File: src/hdl/xcr_pkg.sv
/*
  Constants for the capability and operational register bank: offsets,
  field positions, fixed field values and reset values.
  Assumes byte addresses relative to the start of the first base address window.
*/
package xcr_pkg;

  // ---------------------------------------------------------------
  // Capability register offsets
  // ---------------------------------------------------------------
  localparam logic [15:0] CAP_OFF_LENGTH = 16'h0000;
  localparam logic [15:0] CAP_OFF_PARAMS = 16'h0010;
  localparam logic [15:0] CAP_OFF_DOORBELL = 16'h0014;
  localparam logic [15:0] CAP_OFF_RUNTIME = 16'h0018;

  // ---------------------------------------------------------------
  // Operational register offsets, relative to the operational base
  // ---------------------------------------------------------------
  localparam logic [15:0] OP_OFF_COMMAND = 16'h0000;
  localparam logic [15:0] OP_OFF_STATUS = 16'h0004;
  localparam logic [15:0] OP_OFF_PAGE_SIZE = 16'h0008;
  localparam logic [15:0] OP_OFF_NOTIFY = 16'h0014;
  localparam logic [15:0] OP_OFF_CMD_RING_LO = 16'h0018;
  localparam logic [15:0] OP_OFF_CMD_RING_HI = 16'h001c;
  localparam logic [15:0] OP_OFF_CTX_PTR_LO = 16'h0030;
  localparam logic [15:0] OP_OFF_CTX_PTR_HI = 16'h0034;
  localparam logic [15:0] OP_OFF_CONFIGURE = 16'h0038;
  localparam logic [15:0] OP_OFF_PORT_FIRST = 16'h0400;
  localparam logic [15:0] OP_OFF_PORT_LAST = 16'h047f;

  // ---------------------------------------------------------------
  // Capability parameters word layout
  // ---------------------------------------------------------------
  localparam logic [15:0] EXT_CAP_POINTER_VALUE = 16'h0270;
  localparam logic [3:0] STREAM_ARRAY_LIMIT_VALUE = 4'hf;
  localparam int CP_EXT_CAP_LSB = 16;
  localparam int CP_STREAM_LSB = 12;
  localparam int CP_SECONDARY_BW_DOMAIN = 9;
  localparam int CP_FORCED_STOP_EVENT = 8;
  localparam int CP_SECONDARY_STREAM_ID_ABSENT = 7;
  localparam int CP_LATENCY_TOLERANCE_MSG = 6;
  localparam int CP_LIGHT_RESET = 5;
  localparam int CP_PORT_INDICATOR = 4;
  localparam int CP_PORT_POWER_CONTROL = 3;
  localparam int CP_CONTEXT_SIZE = 2;
  localparam int CP_BANDWIDTH_NEGOTIATION = 1;
  localparam int CP_WIDE_ADDRESS = 0;

  // ---------------------------------------------------------------
  // Fixed register values
  // ---------------------------------------------------------------
  localparam logic [31:0] DOORBELL_OFFSET_VALUE = 32'h000005c0;
  localparam logic [31:0] RUNTIME_OFFSET_VALUE = 32'h000004a0;
  localparam logic [31:0] PAGE_SIZE_VALUE = 32'h00000001;
  localparam logic [7:0] CAP_LENGTH_DEFAULT = 8'h20;

  // ---------------------------------------------------------------
  // USB command register layout
  // ---------------------------------------------------------------
  localparam logic [11:0] COMMAND_RESET = 12'h000;
  localparam logic [11:0] COMMAND_WRITE_MASK = 12'hf8f;
  localparam int CMD_RUN_STOP = 0;
  localparam int CMD_FULL_RESET = 1;
  localparam int CMD_INT_ENABLE = 2;
  localparam int CMD_SYS_ERR_ENABLE = 3;
  localparam int CMD_LIGHT_RESET = 7;
  localparam int STATUS_HALTED = 0;

  // ---------------------------------------------------------------
  // Per-port register sets
  // ---------------------------------------------------------------
  localparam int PORT_SETS = 8;
  localparam int PORT_WORDS = 4;

endpackage

File: src/hdl/xcr_capability_operational_regs.sv
/*
  Capability and operational register bank of a USB host controller:
  fixed capability words, command and status, ring and context pointers,
  configure word and eight per-port register sets, reached through a simple
  word access port into the first base address window.
  Assumes the requester is on clk and holds one request per cycle at most;
  the power-switch-absent bit comes from logic on the same clock.
*/
// What this block does
// - Extended capability pointer reads 0270h
// - Stream array limit field reads 1111
// - Secondary bandwidth domain bit reads zero
// - Forced stopped event bit reads zero
// - Secondary stream identifier bit reads zero
// - Latency tolerance messaging bit reads one
// - Light reset support bit reads one
// - Port indicator bit reads zero
// - Port power bit follows power-switch configuration
// - Context size bit reads one
// - Bandwidth negotiation bit reads zero
// - Wide address bit reads one
// - Capability parameter bits 11:10 read zero
// - Doorbell offset register reads 000005C0h
// - Runtime offset register reads 000004A0h
// - Operational base is base plus capability length
// - Eight port sets span 400h-47Fh
// - Command ring 18h-1Fh, context pointer 30h-37h
// - Command register resets to all zeros
// - Command bits: light reset, host error enable, interrupt enable, full reset, run
`timescale 1ns/1ps

module xcr_capability_operational_regs
  import xcr_pkg::*;
#(
  parameter int ADDR_W = 16,
  parameter logic [7:0] CAP_LENGTH = CAP_LENGTH_DEFAULT
) (
  input wire logic clk,
  input wire logic arst_n,
  input wire logic memReq,
  input wire logic memWrite,
  input wire logic [ADDR_W-1:0] memAddr,
  input wire logic [31:0] memWdata,
  input wire logic [3:0] memByteEn,
  input wire logic powerSwitchAbsent,
  output logic rspValid,
  output logic [31:0] rspRdata,
  output logic runStop,
  output logic interruptEnable,
  output logic hostErrorEnable,
  output logic fullResetPulse,
  output logic lightResetPulse
);

  // ---------------------------------------------------------------
  // State
  // ---------------------------------------------------------------
  typedef logic [PORT_SETS-1:0][PORT_WORDS-1:0][31:0] xcr_port_t;

  typedef struct packed {
    logic rspValid;
    logic [31:0] rspRdata;
    logic [11:0] command;
    logic [15:0] notify;
    logic [63:0] cmdRing;
    logic [63:0] ctxPtr;
    logic [31:0] configure;
    xcr_port_t ports;
    logic fullPulse;
    logic lightPulse;
  } xcr_state_s;

  xcr_state_s state_reg;
  xcr_state_s state_next;

  function automatic logic [31:0] mergeBytes(
    input logic [31:0] oldWord,
    input logic [31:0] newWord,
    input logic [3:0] byteEn
  );
    logic [31:0] merged;
    merged = oldWord;
    for (int b = 0; b < 4; b++) begin
      if (byteEn[b]) begin
        merged[b*8 +: 8] = newWord[b*8 +: 8];
      end
    end
    return merged;
  endfunction

  // ---------------------------------------------------------------
  // Capability parameters word
  // ---------------------------------------------------------------
  logic [31:0] capParams;

  always_comb begin
    capParams = '0;
    capParams[CP_EXT_CAP_LSB +: 16] = EXT_CAP_POINTER_VALUE;
    capParams[CP_STREAM_LSB +: 4] = STREAM_ARRAY_LIMIT_VALUE;
    // Bits 11:10 stay at the zero given above
    capParams[CP_SECONDARY_BW_DOMAIN] = 1'b0;
    capParams[CP_FORCED_STOP_EVENT] = 1'b0;
    capParams[CP_SECONDARY_STREAM_ID_ABSENT] = 1'b0;
    capParams[CP_LATENCY_TOLERANCE_MSG] = 1'b1;
    capParams[CP_LIGHT_RESET] = 1'b1;
    capParams[CP_PORT_INDICATOR] = 1'b0;
    // Switches fitted means software may control port power
    capParams[CP_PORT_POWER_CONTROL] = ~powerSwitchAbsent;
    capParams[CP_CONTEXT_SIZE] = 1'b1;
    capParams[CP_BANDWIDTH_NEGOTIATION] = 1'b0;
    capParams[CP_WIDE_ADDRESS] = 1'b1;
  end

  // ---------------------------------------------------------------
  // Address decode
  // ---------------------------------------------------------------
  logic [ADDR_W-1:0] wordAddr;
  logic [ADDR_W-1:0] capBase;
  logic [ADDR_W-1:0] opOffs;
  logic inCap;
  logic inPort;
  logic [2:0] portIdx;
  logic [1:0] portWord;

  always_comb begin
    wordAddr = {memAddr[ADDR_W-1:2], 2'b00};
    capBase = ADDR_W'(CAP_LENGTH);
    inCap = wordAddr < capBase;
    opOffs = ADDR_W'(wordAddr - capBase);
    inPort = !inCap && opOffs >= ADDR_W'(OP_OFF_PORT_FIRST) && opOffs <= ADDR_W'(OP_OFF_PORT_LAST);
    portIdx = opOffs[6:4];
    portWord = opOffs[3:2];
  end

  // ---------------------------------------------------------------
  // Read mux and write effects
  // ---------------------------------------------------------------
  logic [31:0] readWord;
  logic [11:0] cmdWritten;
  logic [31:0] cmdMerged;
  logic [31:0] notifyMerged;

  always_comb begin
    readWord = '0;
    if (inCap) begin
      unique case (wordAddr)
        ADDR_W'(CAP_OFF_LENGTH): readWord = {24'h000000, CAP_LENGTH};
        ADDR_W'(CAP_OFF_PARAMS): readWord = capParams;
        ADDR_W'(CAP_OFF_DOORBELL): readWord = DOORBELL_OFFSET_VALUE;
        ADDR_W'(CAP_OFF_RUNTIME): readWord = RUNTIME_OFFSET_VALUE;
        default: readWord = '0;
      endcase
    end else if (inPort) begin
      readWord = state_reg.ports[portIdx][portWord];
    end else begin
      unique case (opOffs)
        ADDR_W'(OP_OFF_COMMAND): readWord = {20'h00000, state_reg.command};
        ADDR_W'(OP_OFF_STATUS): readWord = {31'h00000000, ~state_reg.command[CMD_RUN_STOP]};
        ADDR_W'(OP_OFF_PAGE_SIZE): readWord = PAGE_SIZE_VALUE;
        ADDR_W'(OP_OFF_NOTIFY): readWord = {16'h0000, state_reg.notify};
        ADDR_W'(OP_OFF_CMD_RING_LO): readWord = state_reg.cmdRing[31:0];
        ADDR_W'(OP_OFF_CMD_RING_HI): readWord = state_reg.cmdRing[63:32];
        ADDR_W'(OP_OFF_CTX_PTR_LO): readWord = state_reg.ctxPtr[31:0];
        ADDR_W'(OP_OFF_CTX_PTR_HI): readWord = state_reg.ctxPtr[63:32];
        ADDR_W'(OP_OFF_CONFIGURE): readWord = state_reg.configure;
        default: readWord = '0;
      endcase
    end
  end

  always_comb begin
    state_next = state_reg;
    state_next.rspValid = memReq;
    state_next.rspRdata = state_reg.rspRdata;
    state_next.fullPulse = 1'b0;
    state_next.lightPulse = 1'b0;
    // A function result cannot be part-selected, so merge into whole words first
    cmdMerged = mergeBytes({20'h00000, state_reg.command}, memWdata, memByteEn);
    notifyMerged = mergeBytes({16'h0000, state_reg.notify}, memWdata, memByteEn);
    cmdWritten = cmdMerged[11:0] & COMMAND_WRITE_MASK;
    if (memReq) begin
      state_next.rspRdata = memWrite ? 32'h00000000 : readWord;
    end
    // Capability words are ignored on write: no branch touches state for them
    if (memReq && memWrite && !inCap) begin
      if (inPort) begin
        state_next.ports[portIdx][portWord] = mergeBytes(state_reg.ports[portIdx][portWord], memWdata, memByteEn);
      end else begin
        unique case (opOffs)
          ADDR_W'(OP_OFF_COMMAND): begin
            // Reset request bits self-clear; they act as one-cycle strobes
            state_next.command = cmdWritten & ~(12'h001 << CMD_FULL_RESET) & ~(12'h001 << CMD_LIGHT_RESET);
            if (cmdWritten[CMD_FULL_RESET]) begin
              state_next.fullPulse = 1'b1;
              state_next.command = COMMAND_RESET;
              state_next.notify = '0;
              state_next.cmdRing = '0;
              state_next.ctxPtr = '0;
              state_next.configure = '0;
              state_next.ports = '0;
            end else if (cmdWritten[CMD_LIGHT_RESET]) begin
              // Light reset keeps pointers and port state, stops the controller
              state_next.lightPulse = 1'b1;
              state_next.command = COMMAND_RESET;
            end
          end
          ADDR_W'(OP_OFF_NOTIFY): begin
            state_next.notify = notifyMerged[15:0];
          end
          ADDR_W'(OP_OFF_CMD_RING_LO): begin
            state_next.cmdRing[31:0] = mergeBytes(state_reg.cmdRing[31:0], memWdata, memByteEn);
          end
          ADDR_W'(OP_OFF_CMD_RING_HI): begin
            state_next.cmdRing[63:32] = mergeBytes(state_reg.cmdRing[63:32], memWdata, memByteEn);
          end
          ADDR_W'(OP_OFF_CTX_PTR_LO): begin
            state_next.ctxPtr[31:0] = mergeBytes(state_reg.ctxPtr[31:0], memWdata, memByteEn);
          end
          ADDR_W'(OP_OFF_CTX_PTR_HI): begin
            state_next.ctxPtr[63:32] = mergeBytes(state_reg.ctxPtr[63:32], memWdata, memByteEn);
          end
          ADDR_W'(OP_OFF_CONFIGURE): begin
            state_next.configure = mergeBytes(state_reg.configure, memWdata, memByteEn);
          end
          default: begin
            state_next.configure = state_reg.configure;
          end
        endcase
      end
    end
  end

  // ---------------------------------------------------------------
  // Registers
  // ---------------------------------------------------------------
  always_ff @(posedge clk or negedge arst_n) begin
    if (!arst_n) begin
      state_reg <= '0;
      state_reg.command <= COMMAND_RESET;
    end else begin
      state_reg <= state_next;
    end
  end

  assign rspValid = state_reg.rspValid;
  assign rspRdata = state_reg.rspRdata;
  assign runStop = state_reg.command[CMD_RUN_STOP];
  assign interruptEnable = state_reg.command[CMD_INT_ENABLE];
  assign hostErrorEnable = state_reg.command[CMD_SYS_ERR_ENABLE];
  assign fullResetPulse = state_reg.fullPulse;
  assign lightResetPulse = state_reg.lightPulse;

endmodule

File: config.mk
export PLATFORM = sky130hd
export DESIGN_NAME = xcr_capability_operational_regs
export DESIGN_NICKNAME = d
export VERILOG_FILES = /design/src/hdl/xcr_pkg.sv /design/src/hdl/xcr_capability_operational_regs.sv
export SDC_FILE = /design/constraint.sdc
export NUM_CORES = 2
export LEC_CHECK = 0
export BUFFER_PORTS_ARGS = -buffer_cell sky130_fd_sc_hd__buf_2
export CAP_MARGIN = 25
export CORE_ASPECT_RATIO = 0.75
export CORE_MARGIN = 5
export CORE_UTILIZATION = 60
export CTS_CLUSTER_DIAMETER = 80
export CTS_CLUSTER_SIZE = 10
export DETAILED_ROUTE_END_ITERATION = 8
export PLACE_DENSITY = 0.89
export SYNTH_ARGS = -nofsm -noshare
export SYNTH_HDL_FRONTEND = slang
export SYNTH_SLANG_ARGS = --single-unit
export TNS_END_PERCENT = 5
File: constraint.sdc
create_clock -name clk -period 3.3 [get_ports clk]
set_input_delay 0.495 -clock clk [delete_from_list [all_inputs] [get_ports clk]]
set_output_delay 0.495 -clock clk [all_outputs]
set_load 0.03 [all_outputs]
# --- Yosys cells after proc, flatten, opt, wreduce, memory -nomap -nowiden ---
# Index checks and enable logic that the tools add are counted.
word_totals:
  output_inout_bits: 38
  wordCells: 198
  reg_bits: 1247
  inputBits: 57
classes:
  n_eq_ne: 34
  bitwise_logic: 3
  add_sub_neg: 1
  mux: 47
  n_lt_le_gt_ge: 7
  reduce_logical: 45
ops:
  columns: ["op", "count"]
  rows:
  - ["two-way mux 1201 bit", 1]
  - ["two-way mux 1026 bit", 1]
  - ["bitwise mux 1024 bit", 1]
  - ["two-way mux 1024 bit", 1]
  - ["binary-select mux 128 bit (select 3 bit)", 1]
  - ["demux 128 bit (select 3 bit)", 1]
  - ["one-hot mux 32 bit (2 select lines)", 5]
  - ["one-hot mux 32 bit (9 select lines)", 1]
  - ["two-way mux 128 bit", 2]
  - ["two-way mux 32 bit", 5]
  - ["two-way mux 8 bit", 17]
  - ["AND reduction 5 bit", 22]
  - ["one-hot mux 26 bit (4 select lines)", 1]
  - ["binary-select mux 32 bit (select 2 bit)", 1]
  - ["demux 32 bit (select 2 bit)", 1]
  - ["equality test 16 x 5 -> 1 bit (second input constant)", 3]
  - ["equality test 16 x 6 -> 1 bit (second input constant)", 3]
  - ["!= test 2 bit (second input constant)", 23]
  - ["equality test 14 x 3 -> 1 bit (second input constant)", 3]
  - ["logical NOT 16 bit", 2]
  - ["one-hot mux 16 bit (2 select lines)", 1]
  - ["two-way mux 12 bit", 2]
  - ["equality test 16 x 3 -> 1 bit (second input constant)", 1]
  - ["equality test 16 x 4 -> 1 bit (second input constant)", 1]
  - ["18 further kinds", 37]

# --- Depth between registers and ports, before layout ---
depth:
  depth_word: 10
  ltp_mapped: 17
  depth_no_buf: 8

# --- Worst setup path before layout ---
# Ideal clock, no wire load.
synth_timing:
  path_type: "in2reg"
  start: "input port memAddr[5]"
  end: "register state_reg[501] (netlist bit)"
  required_time_ps: 3179
  path_buffers: 8
  setup_slack_ps: -417
  setup_ps: 121
  stages: 15
  t_arrival_ps: 3596
  cell_sequence: "buf_4 -> buf_2 -> inv_1 -> clkbuf_1 -> clkbuf_1 -> ha_1 -> clkbuf_1 -> clkbuf_1 -> clkbuf_1 -> o221ai_1 -> a221o_1 -> o41ai_2 -> o21ai_2 -> buf_2 -> a22o_1"
synth_between:
  elab_chain_cells: 10
  word_cells_on_any_way: 26
  classes_between: "1 x add/sub; 5 x order compare; 11 x mux; 9 x reduce/logical"
synth_rtl:
  columns: ["element", "line_no", "source"]
  rows:
  - ["start: declaration", "xcr_capability_operational_regs.sv:42", "input wire logic [ADDR_W-1:0] memAddr,"]
  - ["subtractor 16 x 6 -> 16 bit", "xcr_capability_operational_regs.sv:129", "opOffs = ADDR_W'(wordAddr - capBase);"]
  - ["binary-select mux 128 bit (select 3 bit)", "xcr_capability_operational_regs.sv:187", "state_next.ports[portIdx][portWord] = mergeBytes(state_reg.ports[portIdx][portWord], memWdata, memByteEn);"]
  - ["two-way mux 128 bit (not written as such)", "xcr_capability_operational_regs.sv:187", null]
  - ["binary-select mux 32 bit (select 2 bit)", "xcr_capability_operational_regs.sv:187", null]
  - ["two-way mux 32 bit (not written as such)", "xcr_capability_operational_regs.sv:187", null]
  - ["two-way mux 8 bit", "xcr_capability_operational_regs.sv:84", "if (byteEn[b]) begin"]
  - ["two-way mux 8 bit", "xcr_capability_operational_regs.sv:186", "if (inPort) begin"]
  - ["two-way mux 8 bit", "xcr_capability_operational_regs.sv:185", "if (memReq && memWrite && !inCap) begin"]
  - ["bitwise mux 1024 bit", "xcr_capability_operational_regs.sv:187", null]
  - ["two-way mux 1024 bit", "xcr_capability_operational_regs.sv:186", null]
  - ["end signal: assignment", "xcr_capability_operational_regs.sv:241", "state_reg <= state_next;"]
  - ["end: declaration", "xcr_capability_operational_regs.sv:73", "xcr_state_s state_reg;"]
# Parallel ways exist; a longest one is shown, timed or not. The select of a mux whose other input is x is not followed.
# A chain may end at the register's enable or synchronous reset.

# --- Worst setup path in the final report ---
layout_timing:
  start: "input port memAddr[5]"
  end: "register state_reg[921] (netlist bit)"
# The elaborated chain is that of the path after synthesis.

==> report_table.html <==
<table>
<tr><th>Metric</th><th>Value</th></tr>
<tr><th colspan="2">Critical path</th></tr>
<tr><td>Worst Reg-to-Reg Cells</td><td>8</td></tr>
<tr><td>Type of origin of the critical path</td><td>primary input</td></tr>
<tr><td>Reg-to-Reg End</td><td>state_reg[195]</td></tr>
<tr><td>Critical Path End Type</td><td>flop</td></tr>
<tr><td>Sum of buffers and inverters on the critical path</td><td>3</td></tr>
<tr><td>Kind of critical path</td><td>in -&gt; reg</td></tr>
<tr><td>Worst setup slack for register-to-register paths</td><td>0.52 ns</td></tr>
<tr><td>Critical path destination</td><td>state_reg[921]</td></tr>
<tr><td>Worst-path cell chain</td><td>buf_6 -&gt; buf_4 -&gt; nor2_4 -&gt; buf_4 -&gt; a221oi_1 -&gt; o21a_1 -&gt; o2bb2ai_1 -&gt; o21a_1 -&gt; o21ai_0</td></tr>
<tr><td>Critical path launch point</td><td>memAddr[5]</td></tr>
<tr><td>Critical R2R Launch</td><td>state_reg[643]</td></tr>
<tr><td>Required time of the critical path</td><td>3.91 ns</td></tr>
<tr><td>Data arrival time at the worst-slack endpoint</td><td>3.64 ns</td></tr>
<tr><td>Largest incremental delay on the critical path</td><td>0.78 ns</td></tr>
<tr><td>Master of the slowest instance on the critical path</td><td>sky130_fd_sc_hd__nor2_4</td></tr>
<tr><td>Crit path max-delay family</td><td>compound AO/OA/AOI/OAI gates</td></tr>
<tr><td>Highest net fanout along the worst path</td><td>13</td></tr>
<tr><td>Number of gates on the worst path with buffers counted</td><td>9</td></tr>
<tr><th colspan="2">Route</th></tr>
<tr><td>Final wirelength</td><td>roughly 220000 um</td></tr>
<tr><td>Average wire per standard cell</td><td>33.4 um</td></tr>
<tr><td>Via count of the routed design</td><td>51.4k</td></tr>
<tr><td>Violation count after the first detailed-routing iteration</td><td>between 10k and 15k</td></tr>
<tr><td>Iteration count of the initial detailed-routing pass</td><td>9</td></tr>
<tr><td>Drt drc</td><td>10</td></tr>
<tr><td>Via-per-instance ratio</td><td>7.91</td></tr>
<tr><td>Routed Antenna Nets</td><td>0</td></tr>
<tr><th colspan="2">Synth</th></tr>
<tr><td>Number of synthesized register bits</td><td>1242</td></tr>
<tr><td>Synthesized netlist cell count</td><td>slightly above 5k</td></tr>
<tr><td>Synthesis Warnings</td><td>0</td></tr>
<tr><td>Syn Nets</td><td>about 5k</td></tr>
<tr><td>Number of distinct standard cells referenced by the synthesized netlist</td><td>89</td></tr>
<tr><td>Cell type with the largest total area after synthesis</td><td>sky130_fd_sc_hd__dfrtp_1</td></tr>
<tr><td>Top-area cell type share of the netlist area</td><td>between 50% and 60%</td></tr>
<tr><td>Average footprint of a synthesized cell</td><td>about 11 um2</td></tr>
<tr><td>Sequential cell area fraction in the yosys report</td><td>53.9%</td></tr>
<tr><td>Area contributors post-synth</td><td>sky130_fd_sc_hd__dfrtp_1 (54%), sky130_fd_sc_hd__a22o_1 (6.5%), sky130_fd_sc_hd__o21ai_0 (5.9%)</td></tr>
<tr><td>Number of enable-type register cells in the synthesized netlist</td><td>0</td></tr>
<tr><td>Main synth FF type</td><td>sky130_fd_sc_hd__dfrtp_1</td></tr>
<tr><td>Synth async-reset ratio</td><td>100%</td></tr>
<tr><td>Cell area after technology mapping</td><td>just under 60000 um2</td></tr>
<tr><th colspan="2">Clocking</th></tr>
<tr><td>Cell chosen for the clock root</td><td>sky130_fd_sc_hd__clkbuf_16</td></tr>
<tr><td>Worst-Skew Late Latency</td><td>0.80 ns</td></tr>
<tr><td>Maximum clock insertion buffer count</td><td>3</td></tr>
<tr><td>Resized Gates After CTS</td><td>0</td></tr>
<tr><td>Clock tree from TritonCTS</td><td>done</td></tr>
<tr><td>Clk pin slew, worst setup/hold paths</td><td>0.05 ns</td></tr>
<tr><td>Number of clock sinks</td><td>about 1.2k</td></tr>
<tr><td>Number of clock buffers inserted by TritonCTS</td><td>143</td></tr>
<tr><td>Number of hold buffers added after CTS</td><td>28</td></tr>
<tr><td>Number of H-tree levels</td><td>4</td></tr>
<tr><td>Post-CTS Setup Repair Bufs</td><td>0</td></tr>
<tr><th colspan="2">Layout</th></tr>
<tr><td>Flip-flop count of the largest register, all copies and words added</td><td>approximately 1.2k</td></tr>
<tr><td>Most common library cell in the layout ignoring fill and taps</td><td>sky130_fd_sc_hd__dfrtp_1</td></tr>
<tr><td>Top library cells by usage in the layout, fill and taps aside</td><td>sky130_fd_sc_hd__dfrtp_1 (1242), sky130_fd_sc_hd__o21ai_0 (685), sky130_fd_sc_hd__nand3_1 (670), sky130_fd_sc_hd__a22o_1 (430), sky130_fd_sc_hd__buf_4 (319)</td></tr>
<tr><td>Nets@finish</td><td>5271</td></tr>
<tr><td>Reg area</td><td>~31000 um2</td></tr>
<tr><td>Fraction of final layout cells with drive strength greater than 1</td><td>about 18%</td></tr>
<tr><td>Post-synthesis to final-layout area growth</td><td>14.6%</td></tr>
<tr><td>Non-filler cells, final</td><td>6494</td></tr>
<tr><td>Fill cell total of the finished layout</td><td>6095</td></tr>
<tr><td>Area of the multi-input gates</td><td>23800 um2</td></tr>
<tr><th colspan="2">STA</th></tr>
<tr><td>Headroom to the max-slew limit</td><td>33.4%</td></tr>
<tr><td>Final setup vio count</td><td>0</td></tr>
<tr><td>Worst-case clock skew</td><td>0.0344 ns</td></tr>
<tr><td>Number of hold violations in the final report</td><td>0</td></tr>
<tr><td>Post-route fraction of the period consumed by the critical path</td><td>91.8%</td></tr>
<tr><td>Worst Slack Setup Final</td><td>0.270 ns</td></tr>
<tr><td>Transition at the pin with the smallest max-transition slack</td><td>0.992 ns</td></tr>
<tr><td>Max Clock Freq</td><td>330 MHz</td></tr>
<tr><td>Time the final worst path needs with I/O delays and setup</td><td>3.03 ns</td></tr>
<tr><td>Total count of max-transition violations in the final report</td><td>0</td></tr>
<tr><td>Unrepaired setup endpoints after global routing</td><td>no</td></tr>
<tr><th colspan="2">Power and ir drop</th></tr>
<tr><td>Proportion of total power due to net switching</td><td>roughly 26%</td></tr>
<tr><td>Net Sw Power</td><td>8.31 mW</td></tr>
<tr><td>Cell-internal power</td><td>about 24 mW</td></tr>
<tr><td>Seq pwr share</td><td>47.1%</td></tr>
<tr><td>Total power divided by cell area</td><td>490 nW/um2</td></tr>
<tr><td>Peak supply drop</td><td>~470 uV</td></tr>
<tr><td>Comb pwr share</td><td>8.8%</td></tr>
<tr><td>Static power due to leakage</td><td>roughly 30 nW</td></tr>
<tr><td>Power share of the clock group</td><td>44.1%</td></tr>
<tr><th colspan="2">Die</th></tr>
<tr><td>Number of standard-cell rows in the floorplan</td><td>between 90 and 100</td></tr>
<tr><td>Die Footprint</td><td>approximately 100000 um2</td></tr>
<tr><td>Die Height</td><td>279 um</td></tr>
<tr><td>Total I/O pin count</td><td>95</td></tr>
<tr><td>Starting density of the core</td><td>between 60 and 70%</td></tr>
<tr><td>Die X</td><td>between 300 and 400 um</td></tr>
<tr><td>CORE AREA</td><td>95400 um2</td></tr>
<tr><th colspan="2">Global route</th></tr>
<tr><td>Wire length of the first global-routing pass</td><td>324000 um</td></tr>
<tr><td>Total global routing overflow</td><td>0</td></tr>
<tr><td>Overall fraction of global-route tracks in use</td><td>41.7%</td></tr>
<tr><td>Initial antenna violation count</td><td>18</td></tr>
<tr><td>Via count of the first global-routing pass</td><td>51.0k</td></tr>
<tr><td>Maximum number of pins on one net before global-route repair</td><td>146</td></tr>
<tr><th colspan="2">Placement</th></tr>
<tr><td>Placed insts</td><td>6286</td></tr>
<tr><td>Total half-perimeter wirelength after legalization and detailed placement</td><td>137000 um</td></tr>
<tr><td>Number of buffers added on ports</td><td>92</td></tr>
<tr><td>RD Place Congestion</td><td>1.02</td></tr>
<tr><td>Worst-case setup slack after placement</td><td>-0.148 ns</td></tr>
<tr><th colspan="2">Status</th></tr>
<tr><td>Run status</td><td>complete, but fails checks</td></tr>
<tr><td>Failing checks</td><td>design-rule violations</td></tr>
<tr><th colspan="2">Hold path</th></tr>
<tr><td>Min-delay worst type</td><td>in -&gt; reg</td></tr>
<tr><th colspan="2">Run</th></tr>
<tr><td>Max-cap check violation count</td><td>0</td></tr>
</table>
## worst reg2reg max path, delay by kind of cell (launching register included)
family | cells | cell delay, ns
mux | 2 | 0.85
simple gates | 1 | 0.03
compound gates | 3 | 1.01
flops | 1 | 0.37
buf+inv | 2 | 0.38
## power groups by stage
stage	clock network (mW)	registers (mW)	logic, mW
final	14.3	15.3	2.86
after floorplan	0	15.5	1.13
after global routing	14.8	15.3	2.89
after global placement	0	15.5	2.56
after detailed placement	0	15.5	2.61
after CTS	14.2	15.3	2.67
## per-stage QoR
step	TNS [ns]	utilization [%]	area (um2)	power [mW]	hold WS, ns
floorplan	-21.74	-	57800	16.7	0.199
global placement	-1.28	64.9	61900	18.1	0.420
detailed placement	-6.56	64.9	61900	18.1	0.420
CTS	0	69.3	66100	32.1	0.00361
global route	0	69.3	66100	33.0	0.0304
finish	0	69.3	66100	32.4	0.0274
## synthesized netlist by cell type (7+ instances only)
cell and count:
sky130_fd_sc_hd__a32oi_1 10, sky130_fd_sc_hd__o22ai_1 31, sky130_fd_sc_hd__a211oi_1 10, sky130_fd_sc_hd__a22oi_1 63, sky130_fd_sc_hd__nand4_2 24, sky130_fd_sc_hd__nor2_1 56
sky130_fd_sc_hd__mux4_2 143, sky130_fd_sc_hd__dfrtp_1 1242, sky130_fd_sc_hd__buf_6 32, sky130_fd_sc_hd__nor4_1 7, sky130_fd_sc_hd__o21a_1 38, sky130_fd_sc_hd__o21ai_0 685
sky130_fd_sc_hd__o311a_1 13, sky130_fd_sc_hd__o221ai_1 31, sky130_fd_sc_hd__a21oi_1 32, sky130_fd_sc_hd__or2_2 10, sky130_fd_sc_hd__and2_1 77, sky130_fd_sc_hd__and3_1 12
sky130_fd_sc_hd__a221o_1 7, sky130_fd_sc_hd__a221oi_1 36, sky130_fd_sc_hd__nor3_1 18, sky130_fd_sc_hd__clkbuf_1 306, sky130_fd_sc_hd__mux2i_1 219, sky130_fd_sc_hd__o2bb2ai_1 182
sky130_fd_sc_hd__buf_8 9, sky130_fd_sc_hd__nand3_1 670, sky130_fd_sc_hd__o22a_1 7, sky130_fd_sc_hd__o21ai_2 8, sky130_fd_sc_hd__a22o_1 430, sky130_fd_sc_hd__nand2_1 189
sky130_fd_sc_hd__nand4_1 30, sky130_fd_sc_hd__buf_1 22, sky130_fd_sc_hd__o211ai_1 11, sky130_fd_sc_hd__buf_4 56, sky130_fd_sc_hd__inv_1 28, sky130_fd_sc_hd__o21ai_1 25
sky130_fd_sc_hd__buf_2 117, sky130_fd_sc_hd__nand2b_1 14, sky130_fd_sc_hd__nor2b_1 17
## worst min-delay path by stage
stage / from / endpoint / slack, ns / depth (start not counted)
after floorplan: arst_n / fullResetPulse / 0.20 / 0
after global placement: arst_n / state_reg[1065] / 0.42 / 1
after detailed placement: arst_n / state_reg[1167] / 0.42 / 1
after CTS: memWdata[5] / state_reg[1127] / 0.004 / 2
after global routing: memWdata[1] / lightResetPulse / 0.03 / 2
final: memWdata[0] / runStop / 0.03 / 3
## per-layer routing
metal  GRT usage [%]  part of all wire, %
met5            3.39                 0.22
met2            57.9                   41
met1            51.3                   33
met4            22.5                  7.0
met3            23.7                   19
## cell type report
| class | instances | share of cell area, % |
|---|---|---|
| flip-flops and latches | 1242 | 47.0 |
| multi-input cells | 3233 | 36.1 |
| repair buffers | 560 | 8.47 |
| clock buffers | 149 | 5.59 |
| well taps | 1250 | 2.37 |
| clock inverters | 14 | 0.295 |
| inverters | 30 | 0.170 |
| diodes | 16 | 0.0605 |
## cells by family (layout without fill, tap and decap cells)
logic type	count (synthesis)	in the layout	share of synthesized area, %
AOI/OAI and AO/OA	1681	1681	20.5
DFF	1242	1242	53.9
and+or+nand+nor	1173	1173	10.7
buffers and inverters	576	753	5.07
muxes	375	375	9.84
adders and majority gates	4	4	0.0867
other	0	16	0
Note: power is estimated with default switching activity, not from simulation.
